File: config.mk
export PLATFORM = sky130hd
export DESIGN_NAME = pbu_pin_mux
export DESIGN_NICKNAME = d
export VERILOG_FILES = /design/src/pbu_pkg.sv /design/src/pbu_pin_mux.sv /design/src/pbu_pin_slice.sv
export SDC_FILE = /design/constraint.sdc
export NUM_CORES = 1
export LEC_CHECK = 0
export ABC_AREA = 1
export BUFFER_PORTS_ARGS = -buffer_cell sky130_fd_sc_hd__buf_2
export CAP_MARGIN = 15
export CORE_AREA = 2 2 96 98
export CTS_BUF_LIST = sky130_fd_sc_hd__clkbuf_8
export CTS_CLUSTER_DIAMETER = 40
export DETAILED_ROUTE_END_ITERATION = 12
export DIE_AREA = 0 0 98 100
export GPL_TIMING_DRIVEN = 0
export PLACE_DENSITY_LB_ADDON = 0.15
export SLEW_MARGIN = 25
export SYNTH_ARGS = -nofsm -noshare
export SYNTH_HDL_FRONTEND = slang
export SYNTH_HIERARCHICAL = 1
export SYNTH_SLANG_ARGS = --single-unit
File: constraint.sdc
create_clock -name sys_clk -period 0.8 [get_ports sys_clk]
set_input_delay 0.08 -clock sys_clk [delete_from_list [all_inputs] [get_ports sys_clk]]
set_output_delay 0.08 -clock sys_clk [all_outputs]
set_load 0.02 [all_outputs]
File: src/pbu_pkg.sv
// Purpose: shared constants for the port B upper pin function multiplexer
// Assumes: pin index 0 is port bit 24, index 7 is port bit 31
// Notes:   function codes are the per-pin selector values
package pbu_pkg;

  // ****************************************************************
  // geometry
  // ****************************************************************
  localparam int PBU_NUM_PINS  = 8;
  localparam int PBU_MAX_FUNC  = 4;
  localparam int PBU_SEL_W     = 2;
  localparam int PBU_FIRST_BIT = 24;

  typedef logic [PBU_SEL_W-1:0]    pbu_sel_t;
  typedef logic [PBU_MAX_FUNC-1:0] pbu_fvec_t;

  // ****************************************************************
  // per-pin function tables, indexed by pin (0 = bit 24)
  // ****************************************************************
  localparam int PBU_FUNC_COUNT [PBU_NUM_PINS] = '{3, 3, 2, 2, 4, 2, 3, 3};
  // bit k set when function k drives the pin
  localparam pbu_fvec_t PBU_OUT_MASK [PBU_NUM_PINS] = '{
    4'h1, 4'h3, 4'h0, 4'h2, 4'h5, 4'h1, 4'h1, 4'h5};

  // ****************************************************************
  // function codes
  // ****************************************************************
  localparam pbu_sel_t PBU_B31_TX_ERROR = 2'h0;
  localparam pbu_sel_t PBU_B31_SCC_RXD  = 2'h1;
  localparam pbu_sel_t PBU_B31_TDMB_TXD = 2'h2;
  localparam pbu_sel_t PBU_B30_SCC_TXD  = 2'h0;
  localparam pbu_sel_t PBU_B30_RX_DV    = 2'h1;
  localparam pbu_sel_t PBU_B30_TDMB_RXD = 2'h2;
  localparam pbu_sel_t PBU_B29_TX_EN    = 2'h0;
  localparam pbu_sel_t PBU_B29_TDMB_RSY = 2'h1;
  localparam pbu_sel_t PBU_B28_FCC_RTS  = 2'h0;
  localparam pbu_sel_t PBU_B28_RX_ER    = 2'h1;
  localparam pbu_sel_t PBU_B28_SCC_RTS  = 2'h2;
  localparam pbu_sel_t PBU_B28_TDMB_TSY = 2'h3;
  localparam pbu_sel_t PBU_B27_COL      = 2'h0;
  localparam pbu_sel_t PBU_B27_TDMC_TXD = 2'h1;
  localparam pbu_sel_t PBU_B26_CRS      = 2'h0;
  localparam pbu_sel_t PBU_B26_TDMC_RXD = 2'h1;
  localparam pbu_sel_t PBU_B25_TXD3     = 2'h0;
  localparam pbu_sel_t PBU_B25_TDMA_TX3 = 2'h1;
  localparam pbu_sel_t PBU_B25_TDMC_TSY = 2'h2;
  localparam pbu_sel_t PBU_B24_TXD2     = 2'h0;
  localparam pbu_sel_t PBU_B24_TDMA_RX3 = 2'h1;
  localparam pbu_sel_t PBU_B24_TDMC_RSY = 2'h2;

  // ****************************************************************
  // reset values
  // ****************************************************************
  localparam logic PBU_RST_PIN_OUT = 1'b0;
  localparam logic PBU_RST_PIN_OE  = 1'b0;
  localparam logic PBU_RST_INPUT   = 1'b0;
  localparam logic PBU_RST_CTS_N   = 1'b1;
  localparam logic PBU_RST_FLAG    = 1'b0;

endpackage

File: src/pbu_pin_mux.sv
// Purpose: dedicated-function multiplexing of port B bits 24 to 31
// Assumes: selectors and controller signals are on sys_clk; pads and
//          clear-to-send pins are asynchronous and get synchronised here
// Notes:   outputs are registered, inputs reach controllers 3 cycles late

// Notes on behaviour
// - bit 31: tx error, serial rxd, tdm b txd
// - bit 30: serial txd, rx dv, tdm b rxd
// - carrier without data valid flags broken header
// - bit 29: tx enable or tdm b rx sync
// - bit 28: rts, rx error, serial rts, sync
// - request low, granted only when cts low
// - ethernet mode turns serial rts into tx enable
// - bit 27: collision in or tdm c txd
// - bit 26: carrier sense or tdm c rxd
// - bit 25: txd3, tdm a txd3, c tx sync
// - bit 24: txd2, tdm a rxd3, c rx sync
module pbu_pin_mux (
  input  wire logic                     sys_clk,
  input  wire logic                     arst_n,
  // pad side, index 0 is bit 24
  input  wire logic [pbu_pkg::PBU_NUM_PINS-1:0] pin_in,
  output logic [pbu_pkg::PBU_NUM_PINS-1:0]      pin_out,
  output logic [pbu_pkg::PBU_NUM_PINS-1:0]      pin_oe,
  // port configuration
  input  wire logic [pbu_pkg::PBU_NUM_PINS-1:0] pin_dedicated,
  input  wire pbu_pkg::pbu_sel_t                pin_sel [pbu_pkg::PBU_NUM_PINS],
  input  wire logic                     scc_two_ethernet_mode,
  // fast controller two
  input  wire logic                     fast_comm_controller_two_tx_error,
  input  wire logic                     fast_comm_controller_two_tx_en,
  input  wire logic                     fast_comm_controller_two_rts_n,
  input  wire logic                     fast_comm_controller_two_cts_n,
  input  wire logic [1:0]               fast_comm_controller_two_txd_hi,
  output logic                          fast_comm_controller_two_rx_dv,
  output logic                          fast_comm_controller_two_rx_error,
  output logic                          fast_comm_controller_two_col,
  output logic                          fast_comm_controller_two_crs,
  output logic                          fast_comm_controller_two_broken_header,
  output logic                          fast_comm_controller_two_rts_granted,
  // serial controller two
  input  wire logic                     serial_comm_controller_two_txd,
  input  wire logic                     serial_comm_controller_two_rts_n,
  input  wire logic                     serial_comm_controller_two_cts_n,
  input  wire logic                     ethernet_tx_enable_out,
  output logic                          serial_comm_controller_two_rxd,
  output logic                          serial_comm_controller_two_rts_granted,
  // tdm channels of both serial interfaces
  input  wire logic                     tdm_channel_b_two_layer1_serial_tx_data,
  input  wire logic                     tdm_channel_c_two_layer1_serial_tx_data,
  input  wire logic                     tdm_channel_a_one_layer1_tx_nibble_msb,
  output logic                          tdm_channel_b_two_layer1_serial_rx_data,
  output logic                          tdm_channel_b_two_layer1_rx_sync,
  output logic                          tdm_channel_b_two_layer1_tx_sync,
  output logic                          tdm_channel_c_two_layer1_serial_rx_data,
  output logic                          tdm_channel_c_two_layer1_rx_sync,
  output logic                          tdm_channel_c_two_layer1_tx_sync,
  output logic                          tdm_channel_a_one_layer1_rx_nibble_msb
);
  import pbu_pkg::*;

  // ****************************************************************
  // output function values per pad
  // ****************************************************************
  pbu_fvec_t out_vals [PBU_NUM_PINS];
  pbu_fvec_t in_route [PBU_NUM_PINS];
  logic      scc_rts_pin;

  // ethernet mode reuses the request pin as transmit enable
  always_comb begin
    scc_rts_pin = scc_two_ethernet_mode ? ethernet_tx_enable_out
                                        : serial_comm_controller_two_rts_n;
    for (int p = 0; p < PBU_NUM_PINS; p++) begin
      out_vals[p] = '0;
    end
    out_vals[7][PBU_B31_TX_ERROR] = fast_comm_controller_two_tx_error;
    out_vals[7][PBU_B31_TDMB_TXD] = tdm_channel_b_two_layer1_serial_tx_data;
    out_vals[6][PBU_B30_SCC_TXD]  = serial_comm_controller_two_txd;
    out_vals[5][PBU_B29_TX_EN]    = fast_comm_controller_two_tx_en;
    out_vals[4][PBU_B28_FCC_RTS]  = fast_comm_controller_two_rts_n;
    out_vals[4][PBU_B28_SCC_RTS]  = scc_rts_pin;
    out_vals[3][PBU_B27_TDMC_TXD] = tdm_channel_c_two_layer1_serial_tx_data;
    out_vals[1][PBU_B25_TXD3]     = fast_comm_controller_two_txd_hi[1];
    out_vals[1][PBU_B25_TDMA_TX3] = tdm_channel_a_one_layer1_tx_nibble_msb;
    out_vals[0][PBU_B24_TXD2]     = fast_comm_controller_two_txd_hi[0];
  end

  // ****************************************************************
  // one slice per pad
  // ****************************************************************
  for (genvar g = 0; g < PBU_NUM_PINS; g++) begin : g_pin
    pbu_pin_slice #(
      .NUM_FUNC (PBU_FUNC_COUNT[g]),
      .OUT_MASK (PBU_OUT_MASK[g])
    ) u_slice (
      .sys_clk   (sys_clk),
      .arst_n    (arst_n),
      .dedicated (pin_dedicated[g]),
      .sel       (pin_sel[g]),
      .out_vals  (out_vals[g]),
      .pin_in    (pin_in[g]),
      .pin_out   (pin_out[g]),
      .pin_oe    (pin_oe[g]),
      .in_route  (in_route[g])
    );
  end

  // ****************************************************************
  // input functions to controllers
  // ****************************************************************
  // routed levels, each already registered inside its slice
  assign serial_comm_controller_two_rxd          = in_route[7][PBU_B31_SCC_RXD];
  assign fast_comm_controller_two_rx_dv          = in_route[6][PBU_B30_RX_DV];
  assign tdm_channel_b_two_layer1_serial_rx_data = in_route[6][PBU_B30_TDMB_RXD];
  assign tdm_channel_b_two_layer1_rx_sync        = in_route[5][PBU_B29_TDMB_RSY];
  assign fast_comm_controller_two_rx_error       = in_route[4][PBU_B28_RX_ER];
  assign tdm_channel_b_two_layer1_tx_sync        = in_route[4][PBU_B28_TDMB_TSY];
  assign fast_comm_controller_two_col            = in_route[3][PBU_B27_COL];
  assign fast_comm_controller_two_crs            = in_route[2][PBU_B26_CRS];
  assign tdm_channel_c_two_layer1_serial_rx_data = in_route[2][PBU_B26_TDMC_RXD];
  assign tdm_channel_c_two_layer1_tx_sync        = in_route[1][PBU_B25_TDMC_TSY];
  assign tdm_channel_a_one_layer1_rx_nibble_msb  = in_route[0][PBU_B24_TDMA_RX3];
  assign tdm_channel_c_two_layer1_rx_sync        = in_route[0][PBU_B24_TDMC_RSY];

  // ****************************************************************
  // status: broken headers and request grants
  // ****************************************************************
  logic fcts1_q, fcts1_d, fcts2_q, fcts2_d;
  logic scts1_q, scts1_d, scts2_q, scts2_d;
  logic broken_q, broken_d;
  logic fgrant_q, fgrant_d;
  logic sgrant_q, sgrant_d;

  // cts pins are asynchronous, two flops before use
  always_comb begin
    fcts1_d  = fast_comm_controller_two_cts_n;
    fcts2_d  = fcts1_q;
    scts1_d  = serial_comm_controller_two_cts_n;
    scts2_d  = scts1_q;
    // phy raises carrier on any cable activity; without data valid it is junk
    broken_d = fast_comm_controller_two_crs && !fast_comm_controller_two_rx_dv;
    // grant needs our request low and the partner's answer low
    fgrant_d = !fast_comm_controller_two_rts_n && !fcts2_q;
    // in ethernet mode the pin is a transmit enable, no handshake applies
    sgrant_d = !scc_two_ethernet_mode && !serial_comm_controller_two_rts_n
               && !scts2_q;
  end

  // status registers
  always_ff @(posedge sys_clk or negedge arst_n) begin
    if (!arst_n) begin
      fcts1_q  <= PBU_RST_CTS_N;
      fcts2_q  <= PBU_RST_CTS_N;
      scts1_q  <= PBU_RST_CTS_N;
      scts2_q  <= PBU_RST_CTS_N;
      broken_q <= PBU_RST_FLAG;
      fgrant_q <= PBU_RST_FLAG;
      sgrant_q <= PBU_RST_FLAG;
    end else begin
      fcts1_q  <= fcts1_d;
      fcts2_q  <= fcts2_d;
      scts1_q  <= scts1_d;
      scts2_q  <= scts2_d;
      broken_q <= broken_d;
      fgrant_q <= fgrant_d;
      sgrant_q <= sgrant_d;
    end
  end

  assign fast_comm_controller_two_broken_header  = broken_q;
  assign fast_comm_controller_two_rts_granted    = fgrant_q;
  assign serial_comm_controller_two_rts_granted  = sgrant_q;

  // ****************************************************************
  // assertions
  // ****************************************************************
  tx_error_pad_a: assert property (@(posedge sys_clk) disable iff (!arst_n)
    (pin_dedicated[7] && pin_sel[7] == PBU_B31_TX_ERROR)
    |=> (pin_oe[7] && pin_out[7] == $past(fast_comm_controller_two_tx_error)))
    else $error("tx error not on bit 31");

  scc_rxd_route_a: assert property (@(posedge sys_clk) disable iff (!arst_n)
    (pin_dedicated[7] && pin_sel[7] == PBU_B31_SCC_RXD)[*4]
    |-> (serial_comm_controller_two_rxd == $past(pin_in[7], 3) && !pin_oe[7]))
    else $error("serial rxd not routed from bit 31");

  rx_dv_route_a: assert property (@(posedge sys_clk) disable iff (!arst_n)
    (pin_dedicated[6] && pin_sel[6] == PBU_B30_RX_DV)[*4]
    |-> fast_comm_controller_two_rx_dv == $past(pin_in[6], 3))
    else $error("rx data valid not routed from bit 30");

  broken_header_a: assert property (@(posedge sys_clk) disable iff (!arst_n)
    (pin_dedicated[6] && pin_sel[6] == PBU_B30_RX_DV
     && pin_dedicated[2] && pin_sel[2] == PBU_B26_CRS)[*5]
    |-> fast_comm_controller_two_broken_header == ($past(pin_in[2], 4) && !$past(pin_in[6], 4)))
    else $error("broken header flag wrong");

  tx_enable_pad_a: assert property (@(posedge sys_clk) disable iff (!arst_n)
    (pin_dedicated[5] && pin_sel[5] == PBU_B29_TX_EN)
    |=> (pin_oe[5] && pin_out[5] == $past(fast_comm_controller_two_tx_en)))
    else $error("tx enable not on bit 29");

  rts_grant_a: assert property (@(posedge sys_clk) disable iff (!arst_n)
    fast_comm_controller_two_rts_granted
    |-> (!$past(fast_comm_controller_two_rts_n) && !$past(fast_comm_controller_two_cts_n, 3)))
    else $error("request granted without cts low");

  ethernet_tx_enable_out_select_a: assert property (@(posedge sys_clk) disable iff (!arst_n)
    (pin_dedicated[4] && pin_sel[4] == PBU_B28_SCC_RTS && scc_two_ethernet_mode)
    |=> (pin_oe[4] && pin_out[4] == $past(ethernet_tx_enable_out)))
    else $error("ethernet tx enable not on bit 28");

  tdmc_txd_pad_a: assert property (@(posedge sys_clk) disable iff (!arst_n)
    (pin_dedicated[3] && pin_sel[3] == PBU_B27_TDMC_TXD)
    |=> (pin_oe[3] && pin_out[3] == $past(tdm_channel_c_two_layer1_serial_tx_data)))
    else $error("tdm c txd not on bit 27");

  nibble_msb_pad_a: assert property (@(posedge sys_clk) disable iff (!arst_n)
    (pin_dedicated[1] && pin_sel[1] == PBU_B25_TXD3)
    |=> (pin_oe[1] && pin_out[1] == $past(fast_comm_controller_two_txd_hi[1])))
    else $error("txd3 not on bit 25");

  input_undriven_a: assert property (@(posedge sys_clk) disable iff (!arst_n)
    (!pin_dedicated[0] || pin_sel[0] != PBU_B24_TXD2) |=> !pin_oe[0])
    else $error("bit 24 driven while not an output");

  // ****************************************************************
  // pad and route checks for the remaining functions, except the tdm b tx sync, tdm c syncs, tdm c rxd and tdm a rxd3 routes
  // ****************************************************************
  tdmb_txd_pad_a: assert property (@(posedge sys_clk) disable iff (!arst_n)
    (pin_dedicated[7] && pin_sel[7] == PBU_B31_TDMB_TXD)
    |=> (pin_oe[7]
         && pin_out[7] == $past(tdm_channel_b_two_layer1_serial_tx_data)))
    else $error("tdm b txd not on bit 31");

  scc_txd_pad_a: assert property (@(posedge sys_clk) disable iff (!arst_n)
    (pin_dedicated[6] && pin_sel[6] == PBU_B30_SCC_TXD)
    |=> (pin_oe[6]
         && pin_out[6] == $past(serial_comm_controller_two_txd)))
    else $error("serial txd not on bit 30");

  tdmb_rxd_route_a: assert property (@(posedge sys_clk) disable iff (!arst_n)
    (pin_dedicated[6] && pin_sel[6] == PBU_B30_TDMB_RXD)[*4]
    |-> (tdm_channel_b_two_layer1_serial_rx_data == $past(pin_in[6], 3)
         && !pin_oe[6]))
    else $error("tdm b rxd not routed from bit 30");

  tdmb_rsync_route_a: assert property (@(posedge sys_clk) disable iff (!arst_n)
    (pin_dedicated[5] && pin_sel[5] == PBU_B29_TDMB_RSY)[*4]
    |-> (tdm_channel_b_two_layer1_rx_sync == $past(pin_in[5], 3)
         && !pin_oe[5]))
    else $error("tdm b rx sync not routed from bit 29");

  fast_rts_pad_a: assert property (@(posedge sys_clk) disable iff (!arst_n)
    (pin_dedicated[4] && pin_sel[4] == PBU_B28_FCC_RTS)
    |=> (pin_oe[4]
         && pin_out[4] == $past(fast_comm_controller_two_rts_n)))
    else $error("fast rts not on bit 28");

  rx_error_route_a: assert property (@(posedge sys_clk) disable iff (!arst_n)
    (pin_dedicated[4] && pin_sel[4] == PBU_B28_RX_ER)[*4]
    |-> (fast_comm_controller_two_rx_error == $past(pin_in[4], 3)
         && !pin_oe[4]))
    else $error("rx error not routed from bit 28");

  scc_rts_pad_a: assert property (@(posedge sys_clk) disable iff (!arst_n)
    (pin_dedicated[4] && pin_sel[4] == PBU_B28_SCC_RTS && !scc_two_ethernet_mode)
    |=> (pin_oe[4]
         && pin_out[4] == $past(serial_comm_controller_two_rts_n)))
    else $error("serial rts not on bit 28");

  col_route_a: assert property (@(posedge sys_clk) disable iff (!arst_n)
    (pin_dedicated[3] && pin_sel[3] == PBU_B27_COL)[*4]
    |-> (fast_comm_controller_two_col == $past(pin_in[3], 3)
         && !pin_oe[3]))
    else $error("collision not routed from bit 27");

  crs_route_a: assert property (@(posedge sys_clk) disable iff (!arst_n)
    (pin_dedicated[2] && pin_sel[2] == PBU_B26_CRS)[*4]
    |-> (fast_comm_controller_two_crs == $past(pin_in[2], 3)
         && !pin_oe[2]))
    else $error("carrier sense not routed from bit 26");

  tdma_tx3_pad_a: assert property (@(posedge sys_clk) disable iff (!arst_n)
    (pin_dedicated[1] && pin_sel[1] == PBU_B25_TDMA_TX3)
    |=> (pin_oe[1]
         && pin_out[1] == $past(tdm_channel_a_one_layer1_tx_nibble_msb)))
    else $error("tdm a txd3 not on bit 25");

  txd2_pad_a: assert property (@(posedge sys_clk) disable iff (!arst_n)
    (pin_dedicated[0] && pin_sel[0] == PBU_B24_TXD2)
    |=> (pin_oe[0]
         && pin_out[0] == $past(fast_comm_controller_two_txd_hi[0])))
    else $error("txd2 not on bit 24");

  scc_grant_a: assert property (@(posedge sys_clk) disable iff (!arst_n)
    serial_comm_controller_two_rts_granted
    |-> (!$past(scc_two_ethernet_mode) && !$past(serial_comm_controller_two_rts_n)
         && !$past(serial_comm_controller_two_cts_n, 3)))
    else $error("serial request granted without cts low");

  idle_code_a: assert property (@(posedge sys_clk) disable iff (!arst_n)
    (pin_dedicated[5] && pin_sel[5] > PBU_B29_TDMB_RSY)
    |=> (!pin_oe[5] && !pin_out[5] && !tdm_channel_b_two_layer1_rx_sync))
    else $error("undefined code on bit 29 not idle");

endmodule

File: src/pbu_pin_slice.sv
// Purpose: one pad's function multiplexer with input synchroniser
// Assumes: selector and dedicated enable come from same-clock logic
// Notes:   undefined selector codes leave the pad undriven and inputs idle
module pbu_pin_slice #(
  parameter int              NUM_FUNC = 4,
  parameter pbu_pkg::pbu_fvec_t OUT_MASK = 4'h0
) (
  input  wire logic              sys_clk,
  input  wire logic              arst_n,
  input  wire logic              dedicated,
  input  wire pbu_pkg::pbu_sel_t sel,
  input  wire pbu_pkg::pbu_fvec_t out_vals,
  input  wire logic              pin_in,
  output logic                   pin_out,
  output logic                   pin_oe,
  output pbu_pkg::pbu_fvec_t     in_route
);
  import pbu_pkg::*;

  // ****************************************************************
  // elaboration check
  // ****************************************************************
  if (NUM_FUNC < 1 || NUM_FUNC > PBU_MAX_FUNC) begin : g_bad_count
    $error("pbu_pin_slice: function count out of range");
  end

  logic      sync1_q, sync1_d;
  logic      sync2_q, sync2_d;
  logic      out_q, out_d;
  logic      oe_q, oe_d;
  pbu_fvec_t route_q, route_d;
  logic      valid_sel;

  // next-state: one function owns the pad at a time
  always_comb begin
    valid_sel = dedicated && (int'(sel) < NUM_FUNC);
    sync1_d   = pin_in;
    sync2_d   = sync1_q;  // first stage feeds only this stage
    out_d     = valid_sel ? out_vals[sel] : PBU_RST_PIN_OUT;
    oe_d      = valid_sel && OUT_MASK[sel];
    for (int k = 0; k < PBU_MAX_FUNC; k++) begin
      // unselected inputs idle low so a peer never sees a stale level
      route_d[k] = valid_sel && (sel == PBU_SEL_W'(k)) && !OUT_MASK[k] && sync2_q;
    end
  end

  // registers
  always_ff @(posedge sys_clk or negedge arst_n) begin
    if (!arst_n) begin
      sync1_q <= PBU_RST_INPUT;
      sync2_q <= PBU_RST_INPUT;
      out_q   <= PBU_RST_PIN_OUT;
      oe_q    <= PBU_RST_PIN_OE;
      route_q <= '0;
    end else begin
      sync1_q <= sync1_d;
      sync2_q <= sync2_d;
      out_q   <= out_d;
      oe_q    <= oe_d;
      route_q <= route_d;
    end
  end

  assign pin_out  = out_q;
  assign pin_oe   = oe_q;
  assign in_route = route_q;

endmodule

==> metrics.yaml, run 1 <==
status: "finished with violations"
violations: "negative hold slack, negative setup slack"
seq_power_share_pct: 55.6
p_comb_share_pct: 14.0
grt_pass1_vias: 1401
antenna_found_initial: 0
finClkSkew_ps: 2.84
grt_max_degree: 51
placed_cells: 380
finalWorstSetupSlack_ps: -111
drc: 0
power.total_w: 0.00483
cp.required_ps: 720
irDropWorstVdd_mv: 0.525
p_per_area_nw_per_um2: 1680
fin_crit_sh_pct: 114
initial_core_util_pct: 20.3
timing.fmax_ghz: 1.10
htree_num_levels: 2
drt-total-wl_mm: 3.58
reg2reg_depth: 2
core_area_um2: 8890
clockRootBuffer: "clkbuf_8"
worst_r2r_startpoint: "g_pin[6].u_slice/in_route[1]$_DFF_PN0_"
yosysWarnings: 6
fp-row-count: 35
drv_slew: 0
postRouteAntennaNets: 0
cts_hold_buf: 22
pre_cts_ws_ps: 153
syn_avg_cell_area_um2: 10.0
viasPerCell: 3.54
synth_area_um2: 1810
postPlaceCellArea_um2: 2380
endpoint_kind: "primary output"
design.die.area_um2: 9800
fin_area_um2: 2880
layout_min_cycle_time_ps: 911
dp_hpwl_mm: 2.53
slowest_delay_ps: 400
stdcell_count: 410
diodes: 0
finalWeightedCongestion: 0.735
drtPass1Iterations: 4
drt_iter0_drc: 15
r2r_slack_ps: 120
worst_slew_pin_slew_ps: 633
critPathBufInv: 1
power.share.clock_pct: 30.4
io_buffers: 77
grt_pass1_wl_mm: 5.90
final_nets: 346
vias: 1450
holdCritPathClass: "input port to async pin"
worstPathArrival_ps: 830
wl_per_cell_um: 8.72
critical_path.max_fanout: 2
final_util_pct: 32.4
die_h_um: 100
maxCapViolations: 0
syn_inst: 180
hold_viol: 46
numClockSinks: 50
cts_inserted_buffers: 5
rsz0062_at_grt: "yes"
slew_headroom_pct: 57.8
grt_usage_pct: 7.44
dieWidth_um: 98
clk_latency_ps: 290
crit_type: "flop to primary output"
cpLargestDelayFamily: "flip-flops"
intPower_w: 0.00367
cts_tree: "built"
grt-ovfl-total: 0
clockBufferDepth: 2
path_clk_slew_ps: 90
drive_gt1_share_pct: 33.4
p_leak_nw: 1.56
slowest_stage: "dfrtp_1"
path_cells: "buf_6"
fin_hold_ws_ps: -211
r2r-end: "fast_comm_controller_two_broken_header$_DFF_PN0_"
area_growth_pct: 59.7
switching_share_pct: 24.1
setup_viol: 30
io_pins: 79
power_switching_w: 0.00117
setup.worst_path.start_class: "flop"
how the worst max path moves through the flow:
| stage | startpoint | to | slack (ps) | cells after the start |
|---|---|---|---|---|
| floorplan | g_pin[2].u_slice/in_route[0]$_DFF_PN0_ | fast_comm_controller_two_broken_header$_DFF_PN0_ | 140 | 2 |
| global placement | arst_n | g_pin[2].u_slice/sync1_q$_DFF_PN0_ | -320 | 1 |
| detailed placement | fcts2_q$_DFF_PN1_ | fast_comm_controller_two_rts_granted$_DFF_PN0_ | 150 | 1 |
| CTS | g_pin[6].u_slice/in_route[1]$_DFF_PN0_ | fast_comm_controller_two_rx_dv | -140 | 1 |
| global route | g_pin[6].u_slice/in_route[1]$_DFF_PN0_ | fast_comm_controller_two_rx_dv | -160 | 1 |
| finish | g_pin[6].u_slice/in_route[1]$_DFF_PN0_ | fast_comm_controller_two_rx_dv | -110 | 1 |
registers in the layout, indices dropped and copies added, names as in the netlist, 7 cells and up:
signal,flops
g_pin.u_slice/in_route,12
g_pin.u_slice/sync1_q,8
g_pin.u_slice/pin_out,8
g_pin.u_slice/sync2_q,8
g_pin.u_slice/pin_oe,7
timing repair:
item                       in CTS  in global routing
setup endpoints to repair      30                 32
pin swaps                       0                  1
hold endpoints to repair       66                 46
gates resized for setup        60                  3
setup buffers                   0                  1
cell usage in the layout, fill, tap and decap left out:
master         instances
a21oi_1                2
a21oi_2                1
buf_2                 45
buf_4                  3
buf_6                 30
clkbuf_8               6
clkinv_2               1
conb_1                14
dfrtp_1               46
dfstp_2                4
dlygate4sd3_1         22
inv_1                 37
inv_2                  4
nand2_1               31
nand2_2                1
nand3_1               19
nand4_1                1
nor2_1                21
nor2_2                 4
nor2_4                 1
nor3_1                 5
o21ai_1                1
power groups by stage:
stage          combinational [W]  clock [W]  sequential, W
2_1_floorplan           0.000165          0        0.00280
3_3_place_gp            0.000527          0        0.00272
3_5_place_dp            0.000531          0        0.00272
4_1_cts                 0.000684    0.00160        0.00269
5_1_grt                 0.000753    0.00169        0.00270
6_report                0.000677    0.00147        0.00269
routing by layer:
metal  GRT usage, %  share of wire (%)
met3           2.44                6.7
met4           3.21                1.3
met2           13.2                 50
met5              0                  0
met1           8.20                 42
metrics by stage:
step | hold slack, ps | setup TNS [ps]
after floorplan | -216 | 0
after global placement | 188 | -15060
after detailed placement | 154 | 0
after CTS | -181 | -3300
after global routing | -159 | -3810
final | -211 | -2560
area by class of cell:
cell class	count	area, µm²
buffer	1	7.51
timing repair buffer	99	798
sequential	50	1260
tap	111	139
clock inverter	2	8.76
clock buffer	6	82.6
inverter	40	150
fill	933	6010
multi-input combinational	101	440
No activity file was read; power rests on OpenSTA's default activity.
==> run 2: changes to the inputs <==
==> constraint.sdc (replaced) <==
create_clock -name sys_clk -period 0.9 [get_ports sys_clk]
set_input_delay 0.09 -clock sys_clk [delete_from_list [all_inputs] [get_ports sys_clk]]
set_output_delay 0.09 -clock sys_clk [all_outputs]
set_load 0.02 [all_outputs]
==> metrics.yaml, run 2 (synthesis gave the netlist of run 1 again) <==
fin_crit_sh_pct: 102
cp.required_ps: 810
startpoint: "g_pin[6].u_slice/in_route[1]$_DFF_PN0_"
r2r-end: "fast_comm_controller_two_broken_header$_DFF_PN0_"
drt_iter0_drc: 19
clockRootBuffer: "clkbuf_8"
worst_r2r_startpoint: "g_pin[6].u_slice/in_route[1]$_DFF_PN0_"
cts_inserted_buffers: 5
setup_viol: 7
power_switching_w: 0.00103
wl_per_cell_um: 8.66
endpoint: "fast_comm_controller_two_rx_dv"
vias: 1442
most-common-layout-cells: "46 x dfrtp_1, 46 x buf_2, 38 x inv_1, 31 x nand2_1, 31 x buf_6"
finalWorstSetupSlack_ps: -20.4
holdCritPathClass: "input port to flop"
setup_tns_ps: -51.2
grt_usage_pct: 7.40
slowest_delay_ps: 400
io_buffers: 77
intPower_w: 0.00326
htree_num_levels: 2
viasPerCell: 3.52
switching_share_pct: 24.1
p_per_area_nw_per_um2: 1490
rsz0062_at_grt: "yes"
fp-row-count: 35
critical_path.max_fanout: 2
die_h_um: 100
worstPathArrival_ps: 830
antenna_found_initial: 0
slowest_stage: "dfrtp_1"
drv_slew: 0
numClockSinks: 50
fill_cells: 930
endpoint_kind: "primary output"
finClkSkew_ps: 2.19
fin_hold_ws_ps: 20.3
critPathBufInv: 1
postRouteAntennaNets: 0
path_clk_slew_ps: 90
dieWidth_um: 98
drtPass1Iterations: 4
setup.worst_path.start_class: "flop"
io_pins: 79
power.total_w: 0.00429
core_area_um2: 8890
multi_input_area_um2: 437
diodes: 0
register_area_um2: 1260
grt_pass1_vias: 1399
p_comb_share_pct: 14.0
grt-ovfl-total: 0
crit_type: "flop to primary output"
grt_pass1_wl_mm: 5.87
power.share.clock_pct: 30.4
reg2reg_depth: 2
cpLargestDelayFamily: "flip-flops"
path_cells: "buf_6"
largest_reg_flops: 12
hold_viol: 0
initial_core_util_pct: 20.3
seq_power_share_pct: 55.6
cts_tree: "built"
clk_latency_ps: 290
design.die.area_um2: 9800
finalWeightedCongestion: 0.735
dp_hpwl_mm: 2.53
final_nets: 346
worst-path-stages: 1
maxCapViolations: 0
grt_max_degree: 51
layout_min_cycle_time_ps: 920
drive_gt1_share_pct: 33.1
p_leak_nw: 1.57
violations: "negative setup slack"
r2r_slack_ps: 220
drc: 0
drt-total-wl_mm: 3.55
clockBufferDepth: 2
irDropWorstVdd_mv: 0.466
timing.fmax_ghz: 1.09
status: "finished with violations"
area_growth_pct: 59.4
run 2: cell types whose count changed in the layout (fill, tap and decap cells not counted):
cell / previous run / this run
a21oi_1: 2 / 3
a21oi_2: 1 / 0
buf_2: 45 / 46
buf_4: 3 / 2
buf_6: 30 / 31
dlygate4sd3_1: 22 / 21
inv_1: 37 / 38
inv_2: 4 / 3
o21ai_0: 0 / 1
o21ai_1: 1 / 0
run 2: area by class of cell:
cell class                 instances  share of cell area, %
buffer                             1                  0.261
clock buffer                       6                   2.87
clock inverter                     2                  0.304
inverter                          40                   5.22
multi-input combinational        101                   15.2
sequential                        50                   43.7
tap                              111                   4.83
timing repair buffer              99                   27.7
run 2: repair_timing:
action | 4_1_cts | 5_1_grt
hold buffers | 21 | 0
hold endpoints to repair | 64 | 0
resized for setup | 60 | 1
buffers inserted | 0 | 1
setup endpoints to repair | 30 | 75
run 2: how the worst min path moves through the flow:
stage                                           startpoint                                                to  slack [ps]  cells past startpoint
final                                           pin_sel[0]                 g_pin[7].u_slice/pin_oe$_DFF_PN0_          20                      2
after global placement    serial_comm_controller_two_cts_n                                 scts1_q$_DFF_PN1_         200                      1
after CTS                                       pin_sel[0]                 g_pin[7].u_slice/pin_oe$_DFF_PN0_           5                      2
after global routing                            pin_sel[0]                 g_pin[7].u_slice/pin_oe$_DFF_PN0_           9                      2
after detailed placement                            arst_n                g_pin[7].u_slice/pin_out$_DFF_PN0_         160                      1
after floorplan                                     arst_n  fast_comm_controller_two_broken_header$_DFF_PN0_        -210                      0
run 2: through the flow:
| step | std cells | cell area (µm²) | worst slack, ps | util [%] |
|---|---|---|---|---|
| detailed placement | 380 | 2380 | 253 | 26.7 |
| global placement | 380 | 2370 | -231 | 26.7 |
| global route | 410 | 2880 | -68.3 | 32.4 |
| finish | 410 | 2880 | -20.4 | 32.4 |
| floorplan | 192 | 1850 | 240 | - |
| CTS | 409 | 2870 | -51.1 | 32.2 |
run 2: power by group through the flow:
stage / Combinational (W) / Sequential (W) / Clock [W]
3_5_place_dp: 0.000472 / 0.00242 / 0
4_1_cts: 0.000605 / 0.00239 / 0.00142
6_report: 0.000599 / 0.00239 / 0.00130
2_1_floorplan: 0.000147 / 0.00249 / 0
5_1_grt: 0.000666 / 0.00240 / 0.00150
3_3_place_gp: 0.000469 / 0.00242 / 0
run 2: metal layers:
metal / part of all wire [%] / GRT usage, % / up-vias / routed length, µm
li1: - / - / 750 / -
met1: 43 / 8.20 / 644 / 1520
met2: 49 / 13.0 / 44 / 1750
met3: 6.5 / 2.44 / 4 / 231
met4: 1.4 / 3.21 / 0 / 48
met5: 0 / 0 / - / 0
run 2: worst register-to-register path, stage by stage (launching register included):
cell     delay [ps]
dfrtp_1         400
buf_4           130
nor2_1           80
